<file path="config.mk">
export PLATFORM = sky130hd
export DESIGN_NAME = scr_device_flat
export DESIGN_NICKNAME = d
export VERILOG_FILES = /design/src/rtl/scr_pkg.sv /design/src/rtl/scr_link_if.sv /design/src/rtl/scr_device.sv /design/src/flat_wrapper.sv
export VERILOG_INCLUDE_DIRS = /design/src /design/src/rtl
export SDC_FILE = /design/constraint.sdc
export NUM_CORES = 1
export LEC_CHECK = 0
export ABC_AREA = 0
export CAP_MARGIN = 0
export CORE_UTILIZATION = 55
export CTS_CLUSTER_SIZE = 8
export DETAILED_ROUTE_END_ITERATION = 7
export DONT_BUFFER_PORTS = 1
export PLACE_DENSITY_LB_ADDON = 0.1
export SETUP_SLACK_MARGIN = 0.15
export SKIP_LAST_GASP = 1
export SYNTH_ARGS = -nofsm -noshare
export SYNTH_HDL_FRONTEND = slang
export SYNTH_SLANG_ARGS = --single-unit
</file>
<file path="constraint.sdc">
create_clock -name ref_clk -period 3.2 [get_ports ref_clk]
set_input_delay 0.16 -clock ref_clk [delete_from_list [all_inputs] [get_ports ref_clk]]
set_output_delay 0.16 -clock ref_clk [all_outputs]
set_load 0.03 [all_outputs]
</file>
<file path="src/rtl/scr_defs.svh">
`ifndef SCR_DEFS_SVH
`define SCR_DEFS_SVH

// Device register offsets
`define SCR_REG_DEVICE_ADDRESS  8'h00
`define SCR_REG_RESET_SLEEP     8'h01
`define SCR_REG_GENERAL_CONFIG  8'h03
`define SCR_REG_PORT_CONTROL    8'h1e

// Device field positions
`define SCR_BIT_ADDR_SOURCE     0
`define SCR_BIT_SLEEP           7
`define SCR_BIT_FULL_RESET      1
`define SCR_BIT_KEEP_RESET      0
`define SCR_BIT_CRC_ENABLE      7
`define SCR_BIT_AUTO_ACK        5
`define SCR_BIT_FILTER_ENABLE   4
`define SCR_BIT_PCLK_AUTO       1
`define SCR_BIT_VIEW_SELECT     0
`define SCR_BIT_PORT1_ENABLE    1

// Device reset values
`define SCR_RESET_SLEEP_RESET   8'h00
`define SCR_GENERAL_RESET       8'hd2
`define SCR_PORT_CONTROL_RESET  8'h00

// Host controller register offsets
`define SCR_HOST_TARGET         8'h00
`define SCR_HOST_WDATA          8'h01
`define SCR_HOST_LAUNCH         8'h02
`define SCR_HOST_STATUS         8'h03
`define SCR_HOST_RDATA0         8'h04
`define SCR_HOST_RDATA1         8'h05
`define SCR_HOST_POLICY         8'h06

// Host controller field positions
`define SCR_LAUNCH_WRITE        0
`define SCR_LAUNCH_MASTER       1
`define SCR_LAUNCH_FAR          2
`define SCR_LAUNCH_PORT         3
`define SCR_STATUS_NACK0        2
`define SCR_STATUS_NACK1        3
`define SCR_STATUS_REFUSED      4
`define SCR_POLICY_OWNER        0
`define SCR_POLICY_LEGACY       1
`define SCR_HOST_POLICY_RESET   8'h00
`endif

</file>
<file path="src/rtl/scr_pkg.sv">
package scr_pkg;
   typedef logic [7:0] scr_byte_type;
   typedef enum logic {FAR_IDLE, FAR_WAIT} scr_far_state_type;
endpackage

</file>
<file path="src/rtl/scr_link_if.sv">
// Index 0 is the local master, index 1 the remote master
interface scr_link_if;
   logic [1:0]      reqValid;
   logic [1:0]      reqWrite;
   logic [1:0]      reqFar;
   logic [1:0]      reqPort;
   logic [1:0][7:0] reqAddr;
   logic [1:0][7:0] reqData;
   logic [1:0]      rspValid;
   logic [1:0]      rspNack;
   logic [1:0][7:0] rspData;

   modport device (
      input  reqValid, reqWrite, reqFar, reqPort, reqAddr, reqData,
      output rspValid, rspNack, rspData
   );
   modport host (
      output reqValid, reqWrite, reqFar, reqPort, reqAddr, reqData,
      input  rspValid, rspNack, rspData
   );
endinterface

</file>
<file path="src/rtl/scr_device.sv">
// Decided for this implementation: the plain strobed port.
`include "scr_defs.svh"

module scr_device (
   // Clock and reset
   input  wire logic        ref_clk,
   input  wire logic        reset,
   // Register link to both masters
   scr_link_if.device       link,
   // Strap and link status pins
   input  wire logic [6:0]  strapAddress,
   input  wire logic        linkDetected,
   // Raw sync pins
   input  wire logic        dataEnableInput,
   input  wire logic        horizontalSyncInput,
   input  wire logic        verticalSyncInput,
   // Path to remote slaves
   output logic             farReq,
   output logic             farWrite,
   output logic             farPort,
   output logic [7:0]       farAddr,
   output logic [7:0]       farData,
   input  wire logic        farDone,
   input  wire logic        farNack,
   input  wire logic [7:0]  farRdata,
   // Configuration and status
   output logic [6:0]       deviceAddress0,
   output logic [6:0]       deviceAddress1,
   output logic             port1Enabled,
   output logic             powerDown,
   output logic             crcCheckEnable,
   output logic             pclkAutoSwitch,
   output logic             logicResetPulse,
   output logic [2:0]       syncOut
);

   localparam logic [7:0] GeneralReset = `SCR_GENERAL_RESET;
   localparam logic [7:0] PortCtlReset = `SCR_PORT_CONTROL_RESET;
   localparam logic [7:0] SleepReset   = `SCR_RESET_SLEEP_RESET;
   // Second port default address is the strap neighbour
   function automatic logic [6:0] scr_next_addr(input logic [6:0] a);
      scr_next_addr = 7'(a + 7'h01);
   endfunction
   // Pin synchronisers
   logic [6:0]                strapMeta_q;
   logic [6:0]                strapSync_q;
   logic [3:0]                pinMeta_q;
   logic [3:0]                pinSync_q;
   logic [2:0]                pinLast_q;
   logic [2:0]                syncOut_q;
   // Register bank
   logic [1:0][6:0]           addrField_q;
   logic                      addrSource_q;
   logic                      sleep_q;
   logic                      crcEnable_q;
   logic                      pclkAuto_q;
   logic                      filterEnable_q;
   logic [1:0]                autoAck_q;
   logic                      viewSelect_q;
   logic                      port1Enable_q;
   logic                      fullReset_q;
   logic                      keepReset_q;
   // Arbiter, answers and remote path
   logic                      lastGrant_q;
   logic [1:0]                rspValid_q;
   logic [1:0]                rspNack_q;
   logic [1:0][7:0]           rspData_q;
   scr_pkg::scr_far_state_type farState_q;
   logic                      farOwner_q;
   logic                      farAcked_q;
   logic                      farReq_q;
   logic                      farWrite_q;
   logic                      farPort_q;
   logic [7:0]                farAddr_q;
   logic [7:0]                farData_q;
   // Registered outputs
   logic [6:0]                devAddr0_q;
   logic [6:0]                devAddr1_q;
   logic                      powerDown_q;
   logic                      resetPulse_q;

   // Reset scopes: soft full reset also clears registers
   wire regReset   = reset | fullReset_q;
   wire logicReset = regReset | keepReset_q;
   // Arbitration; nothing is taken while soft reset holds the answers
   wire        farBusy = (farState_q == scr_pkg::FAR_WAIT);
   wire [1:0]  pending = link.reqValid & ~rspValid_q
                         & ~(link.reqFar & {2{farBusy}})
                         & ~{2{logicReset}};
   wire [1:0]  grant;
   assign grant[0] = pending[0] & (~pending[1] | lastGrant_q);
   assign grant[1] = pending[1] & ~grant[0];
   wire        sel      = grant[1];
   wire        anyGrant = |grant;
   wire [7:0]  selAddr  = link.reqAddr[sel];
   wire [7:0]  selData  = link.reqData[sel];
   wire        selWrite = link.reqWrite[sel];
   wire        selFar   = link.reqFar[sel];
   wire        selPort  = link.reqPort[sel];
   wire        regTake  = anyGrant & ~selFar;
   wire        regWrite = regTake & selWrite;
   wire        farTake  = anyGrant & selFar & ~farBusy;
   wire        autoAckNow = farTake & selWrite & autoAck_q[selPort];
   // Address decode
   wire        hitAddr  = (selAddr == `SCR_REG_DEVICE_ADDRESS);
   wire        hitReset = (selAddr == `SCR_REG_RESET_SLEEP);
   wire        hitGen   = (selAddr == `SCR_REG_GENERAL_CONFIG);
   wire        hitPort  = (selAddr == `SCR_REG_PORT_CONTROL);
   wire        view     = viewSelect_q;
   // Read back; reserved bits and self-clearing bits read zero
   wire [7:0]  rdAddr  = {addrField_q[view], addrSource_q};
   wire [7:0]  rdReset = {sleep_q, 7'h00};
   wire [7:0]  rdGen   = {crcEnable_q, 1'b0, autoAck_q[view],
                          filterEnable_q, 2'b00, pclkAuto_q, 1'b0};
   wire [7:0]  rdPort  = {6'h00, port1Enable_q, viewSelect_q};
   wire [7:0]  readData = hitAddr  ? rdAddr  :
                          hitReset ? rdReset :
                          hitGen   ? rdGen   :
                          hitPort  ? rdPort  : 8'h00;
   // Sync filter: an edge is taken only once two samples agree
   wire [2:0]  filterTake = filterEnable_q ?
                            ~(pinSync_q[2:0] ^ pinLast_q) : 3'b111;
   // Two-flop synchronisers; first stage feeds only the second.
   // The strap path runs through reset so that reset can catch it.
   always_ff @(posedge ref_clk) begin
      strapMeta_q  <= strapAddress;
      strapSync_q  <= strapMeta_q;
      resetPulse_q <= keepReset_q | fullReset_q;
      if (reset) begin
         pinMeta_q   <= 4'h0;
         pinSync_q   <= 4'h0;
      end else begin
         pinMeta_q   <= {linkDetected, verticalSyncInput,
                         horizontalSyncInput, dataEnableInput};
         pinSync_q   <= pinMeta_q;
      end
   end

   // Register bank; strap is caught while reset is held
   always_ff @(posedge ref_clk) begin
      if (regReset) begin
         addrField_q[0] <= strapSync_q;
         addrField_q[1] <= scr_next_addr(strapSync_q);
         addrSource_q   <= 1'b0;
         sleep_q        <= SleepReset[`SCR_BIT_SLEEP];
         crcEnable_q    <= GeneralReset[`SCR_BIT_CRC_ENABLE];
         pclkAuto_q     <= GeneralReset[`SCR_BIT_PCLK_AUTO];
         filterEnable_q <= GeneralReset[`SCR_BIT_FILTER_ENABLE];
         autoAck_q      <= {2{GeneralReset[`SCR_BIT_AUTO_ACK]}};
         viewSelect_q   <= PortCtlReset[`SCR_BIT_VIEW_SELECT];
         port1Enable_q  <= PortCtlReset[`SCR_BIT_PORT1_ENABLE];
         fullReset_q    <= 1'b0;
         keepReset_q    <= 1'b0;
      end else begin
         fullReset_q <= regWrite & hitReset & selData[`SCR_BIT_FULL_RESET];
         keepReset_q <= regWrite & hitReset & selData[`SCR_BIT_KEEP_RESET];
         if (regWrite && hitAddr) begin
            addrField_q[view] <= selData[7:1];
            addrSource_q      <= selData[`SCR_BIT_ADDR_SOURCE];
         end
         if (regWrite && hitReset) begin
            sleep_q <= selData[`SCR_BIT_SLEEP];
         end
         if (regWrite && hitGen) begin
            crcEnable_q     <= selData[`SCR_BIT_CRC_ENABLE];
            pclkAuto_q      <= selData[`SCR_BIT_PCLK_AUTO];
            filterEnable_q  <= selData[`SCR_BIT_FILTER_ENABLE];
            autoAck_q[view] <= selData[`SCR_BIT_AUTO_ACK];
         end
         if (regWrite && hitPort) begin
            viewSelect_q  <= selData[`SCR_BIT_VIEW_SELECT];
            port1Enable_q <= selData[`SCR_BIT_PORT1_ENABLE];
         end
      end
   end
   // Answers; a remote access cut by soft reset is answered with NACK
   always_ff @(posedge ref_clk) begin
      if (logicReset) begin
         lastGrant_q <= 1'b0;
         rspValid_q  <= (farBusy & ~farAcked_q) ?
                        (2'b01 << farOwner_q) : 2'b00;
         rspNack_q   <= 2'b11;
         rspData_q   <= '0;
      end else begin
         rspValid_q <= 2'b00;
         if (anyGrant) begin
            lastGrant_q <= sel;
         end
         if (regTake || autoAckNow) begin
            rspValid_q[sel] <= 1'b1;
            rspNack_q[sel]  <= 1'b0;
            rspData_q[sel]  <= regTake ? readData : 8'h00;
         end
         if (farBusy && farDone && !farAcked_q) begin
            rspValid_q[farOwner_q] <= 1'b1;
            rspNack_q[farOwner_q]  <= farNack;
            rspData_q[farOwner_q]  <= farRdata;
         end
      end
   end
   // Remote path: one forwarded transaction at a time
   always_ff @(posedge ref_clk) begin
      if (logicReset) begin
         farState_q <= scr_pkg::FAR_IDLE;
         farOwner_q <= 1'b0;
         farAcked_q <= 1'b0;
         farReq_q   <= 1'b0;
         farWrite_q <= 1'b0;
         farPort_q  <= 1'b0;
         farAddr_q  <= 8'h00;
         farData_q  <= 8'h00;
      end else begin
         unique case (farState_q)
            scr_pkg::FAR_IDLE: begin
               if (farTake) begin
                  farState_q <= scr_pkg::FAR_WAIT;
                  farOwner_q <= sel;
                  farAcked_q <= autoAckNow;  // Later NACK is dropped
                  farReq_q   <= 1'b1;
                  farWrite_q <= selWrite;
                  farPort_q  <= selPort;
                  farAddr_q  <= selAddr;
                  farData_q  <= selData;
               end
            end
            scr_pkg::FAR_WAIT: begin
               if (farDone) begin
                  farState_q <= scr_pkg::FAR_IDLE;
                  farReq_q   <= 1'b0;
                  farAcked_q <= 1'b0;
               end
            end
         endcase
      end
   end
   // Sync filter and status outputs
   always_ff @(posedge ref_clk) begin
      if (logicReset) begin
         pinLast_q   <= 3'h0;
         syncOut_q   <= 3'h0;
         devAddr0_q  <= 7'h00;
         devAddr1_q  <= 7'h00;
         powerDown_q <= 1'b0;
      end else begin
         pinLast_q   <= pinSync_q[2:0];
         syncOut_q   <= (syncOut_q & ~filterTake)
                        | (pinSync_q[2:0] & filterTake);
         devAddr0_q  <= addrSource_q ? addrField_q[0]
                                     : strapSync_q;
         devAddr1_q  <= addrSource_q ? addrField_q[1]
                                     : scr_next_addr(strapSync_q);
         powerDown_q <= sleep_q & ~pinSync_q[3];
      end
   end

   // Output drive
   assign link.rspValid   = rspValid_q;
   assign link.rspNack    = rspNack_q;
   assign link.rspData    = rspData_q;
   assign farReq          = farReq_q;
   assign farWrite        = farWrite_q;
   assign farPort         = farPort_q;
   assign farAddr         = farAddr_q;
   assign farData         = farData_q;
   assign deviceAddress0  = devAddr0_q;
   assign deviceAddress1  = devAddr1_q;
   assign port1Enabled    = port1Enable_q;
   assign powerDown       = powerDown_q;
   assign crcCheckEnable  = crcEnable_q;
   assign pclkAutoSwitch  = pclkAuto_q;
   assign logicResetPulse = resetPulse_q;
   assign syncOut         = syncOut_q;

endmodule

</file>
<file path="src/flat_wrapper.sv">
// flat-port wrapper written by rule: the top's interface ports become plain ports
module scr_device_flat 
  (ref_clk, reset, strapAddress, linkDetected, dataEnableInput, horizontalSyncInput, verticalSyncInput, farReq, farWrite, farPort, farAddr, farData, farDone, farNack, farRdata, deviceAddress0, deviceAddress1, port1Enabled, powerDown, crcCheckEnable, pclkAutoSwitch, logicResetPulse, syncOut, link_reqValid, link_reqWrite, link_reqFar, link_reqPort, link_reqAddr, link_reqData, link_rspValid, link_rspNack, link_rspData);
  scr_link_if link_i ();
  input  wire logic ref_clk;
  input  wire logic reset;
  input  wire logic [6:0] strapAddress;
  input  wire logic linkDetected;
  input  wire logic dataEnableInput;
  input  wire logic horizontalSyncInput;
  input  wire logic verticalSyncInput;
  output logic farReq;
  output logic farWrite;
  output logic farPort;
  output logic [7:0] farAddr;
  output logic [7:0] farData;
  input  wire logic farDone;
  input  wire logic farNack;
  input  wire logic [7:0] farRdata;
  output logic [6:0] deviceAddress0;
  output logic [6:0] deviceAddress1;
  output logic port1Enabled;
  output logic powerDown;
  output logic crcCheckEnable;
  output logic pclkAutoSwitch;
  output logic logicResetPulse;
  output logic [2:0] syncOut;
  input wire logic [$bits(link_i.reqValid)-1:0] link_reqValid;
  input wire logic [$bits(link_i.reqWrite)-1:0] link_reqWrite;
  input wire logic [$bits(link_i.reqFar)-1:0] link_reqFar;
  input wire logic [$bits(link_i.reqPort)-1:0] link_reqPort;
  input wire logic [$bits(link_i.reqAddr)-1:0] link_reqAddr;
  input wire logic [$bits(link_i.reqData)-1:0] link_reqData;
  output wire logic [$bits(link_i.rspValid)-1:0] link_rspValid;
  output wire logic [$bits(link_i.rspNack)-1:0] link_rspNack;
  output wire logic [$bits(link_i.rspData)-1:0] link_rspData;
  assign link_i.reqValid = link_reqValid;
  assign link_i.reqWrite = link_reqWrite;
  assign link_i.reqFar = link_reqFar;
  assign link_i.reqPort = link_reqPort;
  assign link_i.reqAddr = link_reqAddr;
  assign link_i.reqData = link_reqData;
  assign link_rspValid = link_i.rspValid;
  assign link_rspNack = link_i.rspNack;
  assign link_rspData = link_i.rspData;
  scr_device u_core (.ref_clk(ref_clk), .reset(reset), .link(link_i), .strapAddress(strapAddress), .linkDetected(linkDetected), .dataEnableInput(dataEnableInput), .horizontalSyncInput(horizontalSyncInput), .verticalSyncInput(verticalSyncInput), .farReq(farReq), .farWrite(farWrite), .farPort(farPort), .farAddr(farAddr), .farData(farData), .farDone(farDone), .farNack(farNack), .farRdata(farRdata), .deviceAddress0(deviceAddress0), .deviceAddress1(deviceAddress1), .port1Enabled(port1Enabled), .powerDown(powerDown), .crcCheckEnable(crcCheckEnable), .pclkAutoSwitch(pclkAutoSwitch), .logicResetPulse(logicResetPulse), .syncOut(syncOut));
endmodule
</file>
==> reports/summary.md <==
The run gives 581 as the synthesized netlist net count. STA classifies the critical path startpoint as a flip-flop. The H-tree generated during clock tree synthesis spans 3 levels. The required time of the worst setup path came out at 3.52 ns.

The tool flagged a number of max-cap violations equal to 0. The cell-internal power came out at 2.033 mW. Based on the critical path, the design can be clocked at up to 352.9 MHz. Buffers inserted during clock tree synthesis total 9.

Measured along the x axis, the die boundary spans 95.11 um. The combinational share of power was 0.123. The global-route usage over all layers is 0.2782. The tools report the proportion of synthesized chip area in sequential cells as 0.4996. IR analysis of the VDD net gives a maximum drop of 262.5 uV.

Cell taking the most area after synthesis: sky130_fd_sc_hd__dfxtp_1. The number of antenna diodes in the final layout is 0. The post-route clock period utilization is 0.8856, and the fraction of registers with async set or reset after synthesis is 0. Buffers added to address setup during post-CTS repair amount to 0.

The run gives 8299 sq um as the placeable core area. The type of destination of the critical path is a flip-flop. The total power divided by cell area was 519.6 nW/um^2. The run finished, with violations left. The tools report the relative slew slack as 0.2676. The routed layout has 4,123 vias. The tools report the clock network power share as 0.296.

The synthesized area per cell was 9.223 sq um. In this run the worst setup path terminates at u_core.farAddr[3]$_SDFFE_PP0P_. For the initial core utilization, the log shows 0.5746. The critical path starts at u_core.farBusy$_SDFF_PP0_.

The final weighted congestion in routability-driven placement is 0.9506. The data arrival time of the worst path was 3.15 ns; the sequential group share of total power was 0.581. 124 I/O pins were placed. Switching fraction of total power: 0.2891. Initial antenna violation count: 0. The net total in the final layout is 620, and the cell area after synthesis is 4768 sq um. The category of the critical setup timing path was flip-flop to flip-flop.

The worst hold path begins at farRdata[7]. The tools report the wire length after detailed routing as 12,530 um. Once detail routing completed, the nets flagged for antenna violations numbered 0. The number of iterations in the first detailed-routing pass came out at 5. The multi-input combinational cells in the finished layout cover a total of 2232 sq um.

For the pin with the worst max-slew slack, the measured transition is 1.093 ns. Input and output buffers added on the ports amount to 0. The run gives 3,789 as the number of global-route vias before repair. Summed area of non-filler cells in the final layout: 5505 sq um.

The number of remaining DRC errors was 0. The tools report the final clock skew as 0.008137 ns. Leaving out fill and tap cells, the most frequent cell in the layout is sky130_fd_sc_hd__dfxtp_1. In this run the critical register-to-register path is launched from u_core.farBusy$_SDFF_PP0_. The count of final hold-check violations was 1. In the layout the commonest cells are sky130_fd_sc_hd__dfxtp_1, sky130_fd_sc_hd__nor2_1, sky130_fd_sc_hd__nand2_1. The number of warning messages in the yosys log was 0; the sequential cell area was 2382 sq um. The logs give 2.092 nW for the leakage dissipation and 0.6634 for the utilization after layout.

The number of cells traversed by the worst register-to-register path is 7, and the worst-case setup margin in the final layout is 0.3660 ns. For the worst hold slack, the log shows -0.004049 ns. The fraction of layout instances using a drive strength above 1 came out at 0.08734. The setup violation total in the final timing report was 0; the clock slew at the register clock pins of the worst setup and hold paths was 0.10 ns.

The number of core rows was 33. Clock root buffer: sky130_fd_sc_hd__clkbuf_8. For the final number of max-transition violations, the log shows 0. Once detailed placement completed, the half-perimeter wirelength came to 8659 um.

TritonCTS built the clock tree. The final global-route overflow total was 0; the starting DRC count in detailed routing was 294. Synthesis inferred 112 register bits. The tools report the number of cells produced by synthesis as 517. Class of the worst hold path: input pin to flip-flop. Counting flops with a built-in enable in the synthesized netlist gives 14. The run gives 0.3203 ns as the worst setup timing slack at the placement stage. Average via count per standard cell: 6.191. Slack of the worst reg-to-reg path: 0.37 ns. The die is 95.11 um tall. By area the synthesized netlist is led by sky130_fd_sc_hd__dfxtp_1, sky130_fd_sc_hd__edfxtp_1, sky130_fd_sc_hd__mux2i_1, sky130_fd_sc_hd__nor2_1, sky130_fd_sc_hd__nand2_1.

After synthesis, the netlist uses 55 different library cells. Cell area after placement: 4900 sq um. Entering global routing, the biggest net connects 40 pins. In this run the critical register-to-register path is captured at u_core.farAddr[3]$_SDFFE_PP0P_. The tools report the latest clock arrival within the worst-skew pair as 0.38 ns. In the final routed layout, each cell accounts on average for 18.82 um. The clock passes through at most 2 buffers. Setup repair after global routing left no endpoint under its margin.

Overall die area: 9046 sq um. The area fraction of the dominant cell type after synthesis works out to 0.4114. The predominant post-synthesis flop cell is sky130_fd_sc_hd__dfxtp_1. The filler cells instantiated in the layout total 711. The first global-routing pass estimated 19,000 um of wire. Relative to the synthesized area, the layout overhead comes to 15.46%. Of all nets on the critical path, the largest fanout is 39. The final reports fail on hold timing.

The aggregate negative setup slack was 0 ns; the net switching power figure was 0.8271 mW. The final critical path time including I/O delays and setup came out at 2.834 ns. The tools report the count of clock tree sinks as 112.
-- layout make-up --
cell class                      instances  area share
Clock inverter                          6     0.01227
Clock buffer                           10     0.02318
Sequential cell                       112      0.4327
Tap cell                              105     0.02386
Timing Repair Buffer                   57     0.09636
Multi-Input combinational cell        367      0.4055
Inverter                                9    0.006136
-- synth_stat cells, types with 2 or more instances --
library cell               number
sky130_fd_sc_hd__dfxtp_1       98
sky130_fd_sc_hd__nor2_1        70
sky130_fd_sc_hd__nand2_1       51
sky130_fd_sc_hd__o21ai_0       34
sky130_fd_sc_hd__a21oi_1       33
sky130_fd_sc_hd__mux2i_1       32
sky130_fd_sc_hd__clkbuf_1      18
sky130_fd_sc_hd__nor2b_1       15
sky130_fd_sc_hd__edfxtp_1      14
sky130_fd_sc_hd__a311oi_1      12
sky130_fd_sc_hd__a211oi_1      11
sky130_fd_sc_hd__nand3_1       11
sky130_fd_sc_hd__inv_1          9
sky130_fd_sc_hd__o22ai_1        8
sky130_fd_sc_hd__a221oi_1       7
sky130_fd_sc_hd__mux2_2         7
sky130_fd_sc_hd__nor4_1         7
sky130_fd_sc_hd__nand4_1        6
sky130_fd_sc_hd__nor3_1         6
sky130_fd_sc_hd__a31oi_1        5
sky130_fd_sc_hd__buf_1          5
sky130_fd_sc_hd__nand2b_1       5
sky130_fd_sc_hd__nand3b_1       4
sky130_fd_sc_hd__xor2_1         4
sky130_fd_sc_hd__a21o_1         3
sky130_fd_sc_hd__and2_1         3
sky130_fd_sc_hd__and3_1         3
sky130_fd_sc_hd__buf_2          3
sky130_fd_sc_hd__buf_6          2
sky130_fd_sc_hd__nor3b_1        2
sky130_fd_sc_hd__o211ai_1       2
sky130_fd_sc_hd__o41ai_2        2
sky130_fd_sc_hd__or2_2          2
sky130_fd_sc_hd__or3_1          2
-- sequential cells by signal, indices dropped and copies added (netlist names), 2 cells and up, named ones only --
name and flops:
u_core.link.rspData 16, u_core.addrField_q 14, u_core.farAddr 8, u_core.farData 8, u_core.deviceAddress0 7, u_core.deviceAddress1 7, u_core.strapMeta_q 7, u_core.strapSync_q 7
u_core.pinMeta_q 4, u_core.pinSync_q 4, u_core.pinLast_q 3, u_core.autoAck_q 2, u_core.link.rspNack 2, u_core.link.rspValid 2
-- worst min path at each step --
stage                     slack, ns  cells after the start                                 to
after floorplan                0.19                      0      u_core.strapMeta_q[0]$_DFF_P_
after global placement         0.19                      0      u_core.strapMeta_q[4]$_DFF_P_
final                        -0.004                      2  u_core.link.rspData[7]$_SDFF_PP0_
after CTS                     0.003                      2  u_core.link.rspData[5]$_SDFF_PP0_
after detailed placement       0.19                      0      u_core.strapMeta_q[1]$_DFF_P_
after global routing          0.004                      2  u_core.link.rspData[7]$_SDFF_PP0_
-- what timing repair did --
action	in CTS	in global routing
hold endpoints to repair	39	0
hold buffers	41	0
setup endpoints to repair	0	7
resized for setup	0	1
-- logic make-up (layout without fill, tap and decap cells) --
kind of cell,after synthesis,count (layout),synth area share
simple gates,194,194,0.1913
compound gates,126,126,0.1737
flops,112,112,0.4996
mux,41,41,0.08895
buf+inv,38,82,0.03463
xor+xnor,5,5,0.009184
fa+ha+maj,1,1,0.002624
-- per-stage QoR --
stage / power, mW / instances
floorplan: 1.906 / 517
detailed placement: 1.986 / 609
finish: 2.860 / 666
global placement: 1.977 / 609
CTS: 2.866 / 666
global route: 2.976 / 666
-- worst max-delay path: stages, from the launching register on --
cell and delay, ns:
sky130_fd_sc_hd__dfxtp_1 0.53, sky130_fd_sc_hd__nand2_2 0.16, sky130_fd_sc_hd__and3_1 0.24, sky130_fd_sc_hd__o41ai_4 0.45, sky130_fd_sc_hd__buf_4 0.43, sky130_fd_sc_hd__nor2_1 0.10, sky130_fd_sc_hd__a311oi_1 0.28, sky130_fd_sc_hd__dlygate4sd3_1 0.59
-- power groups by stage --
stage	registers, mW	logic [mW]	clock network [mW]
after floorplan	1.68	0.229	0
after global placement	1.69	0.285	0
after detailed placement	1.69	0.291	0
after CTS	1.66	0.345	0.860
after global routing	1.67	0.384	0.918
final	1.66	0.351	0.848
-- per-layer routing --
metal	wire [um]	track usage
met1	5327	0.3656
met2	5892	0.4494
met3	1049	0.06778
met4	263	0.08712
met5	0	0
Note: power is estimated with default switching activity, not from simulation.
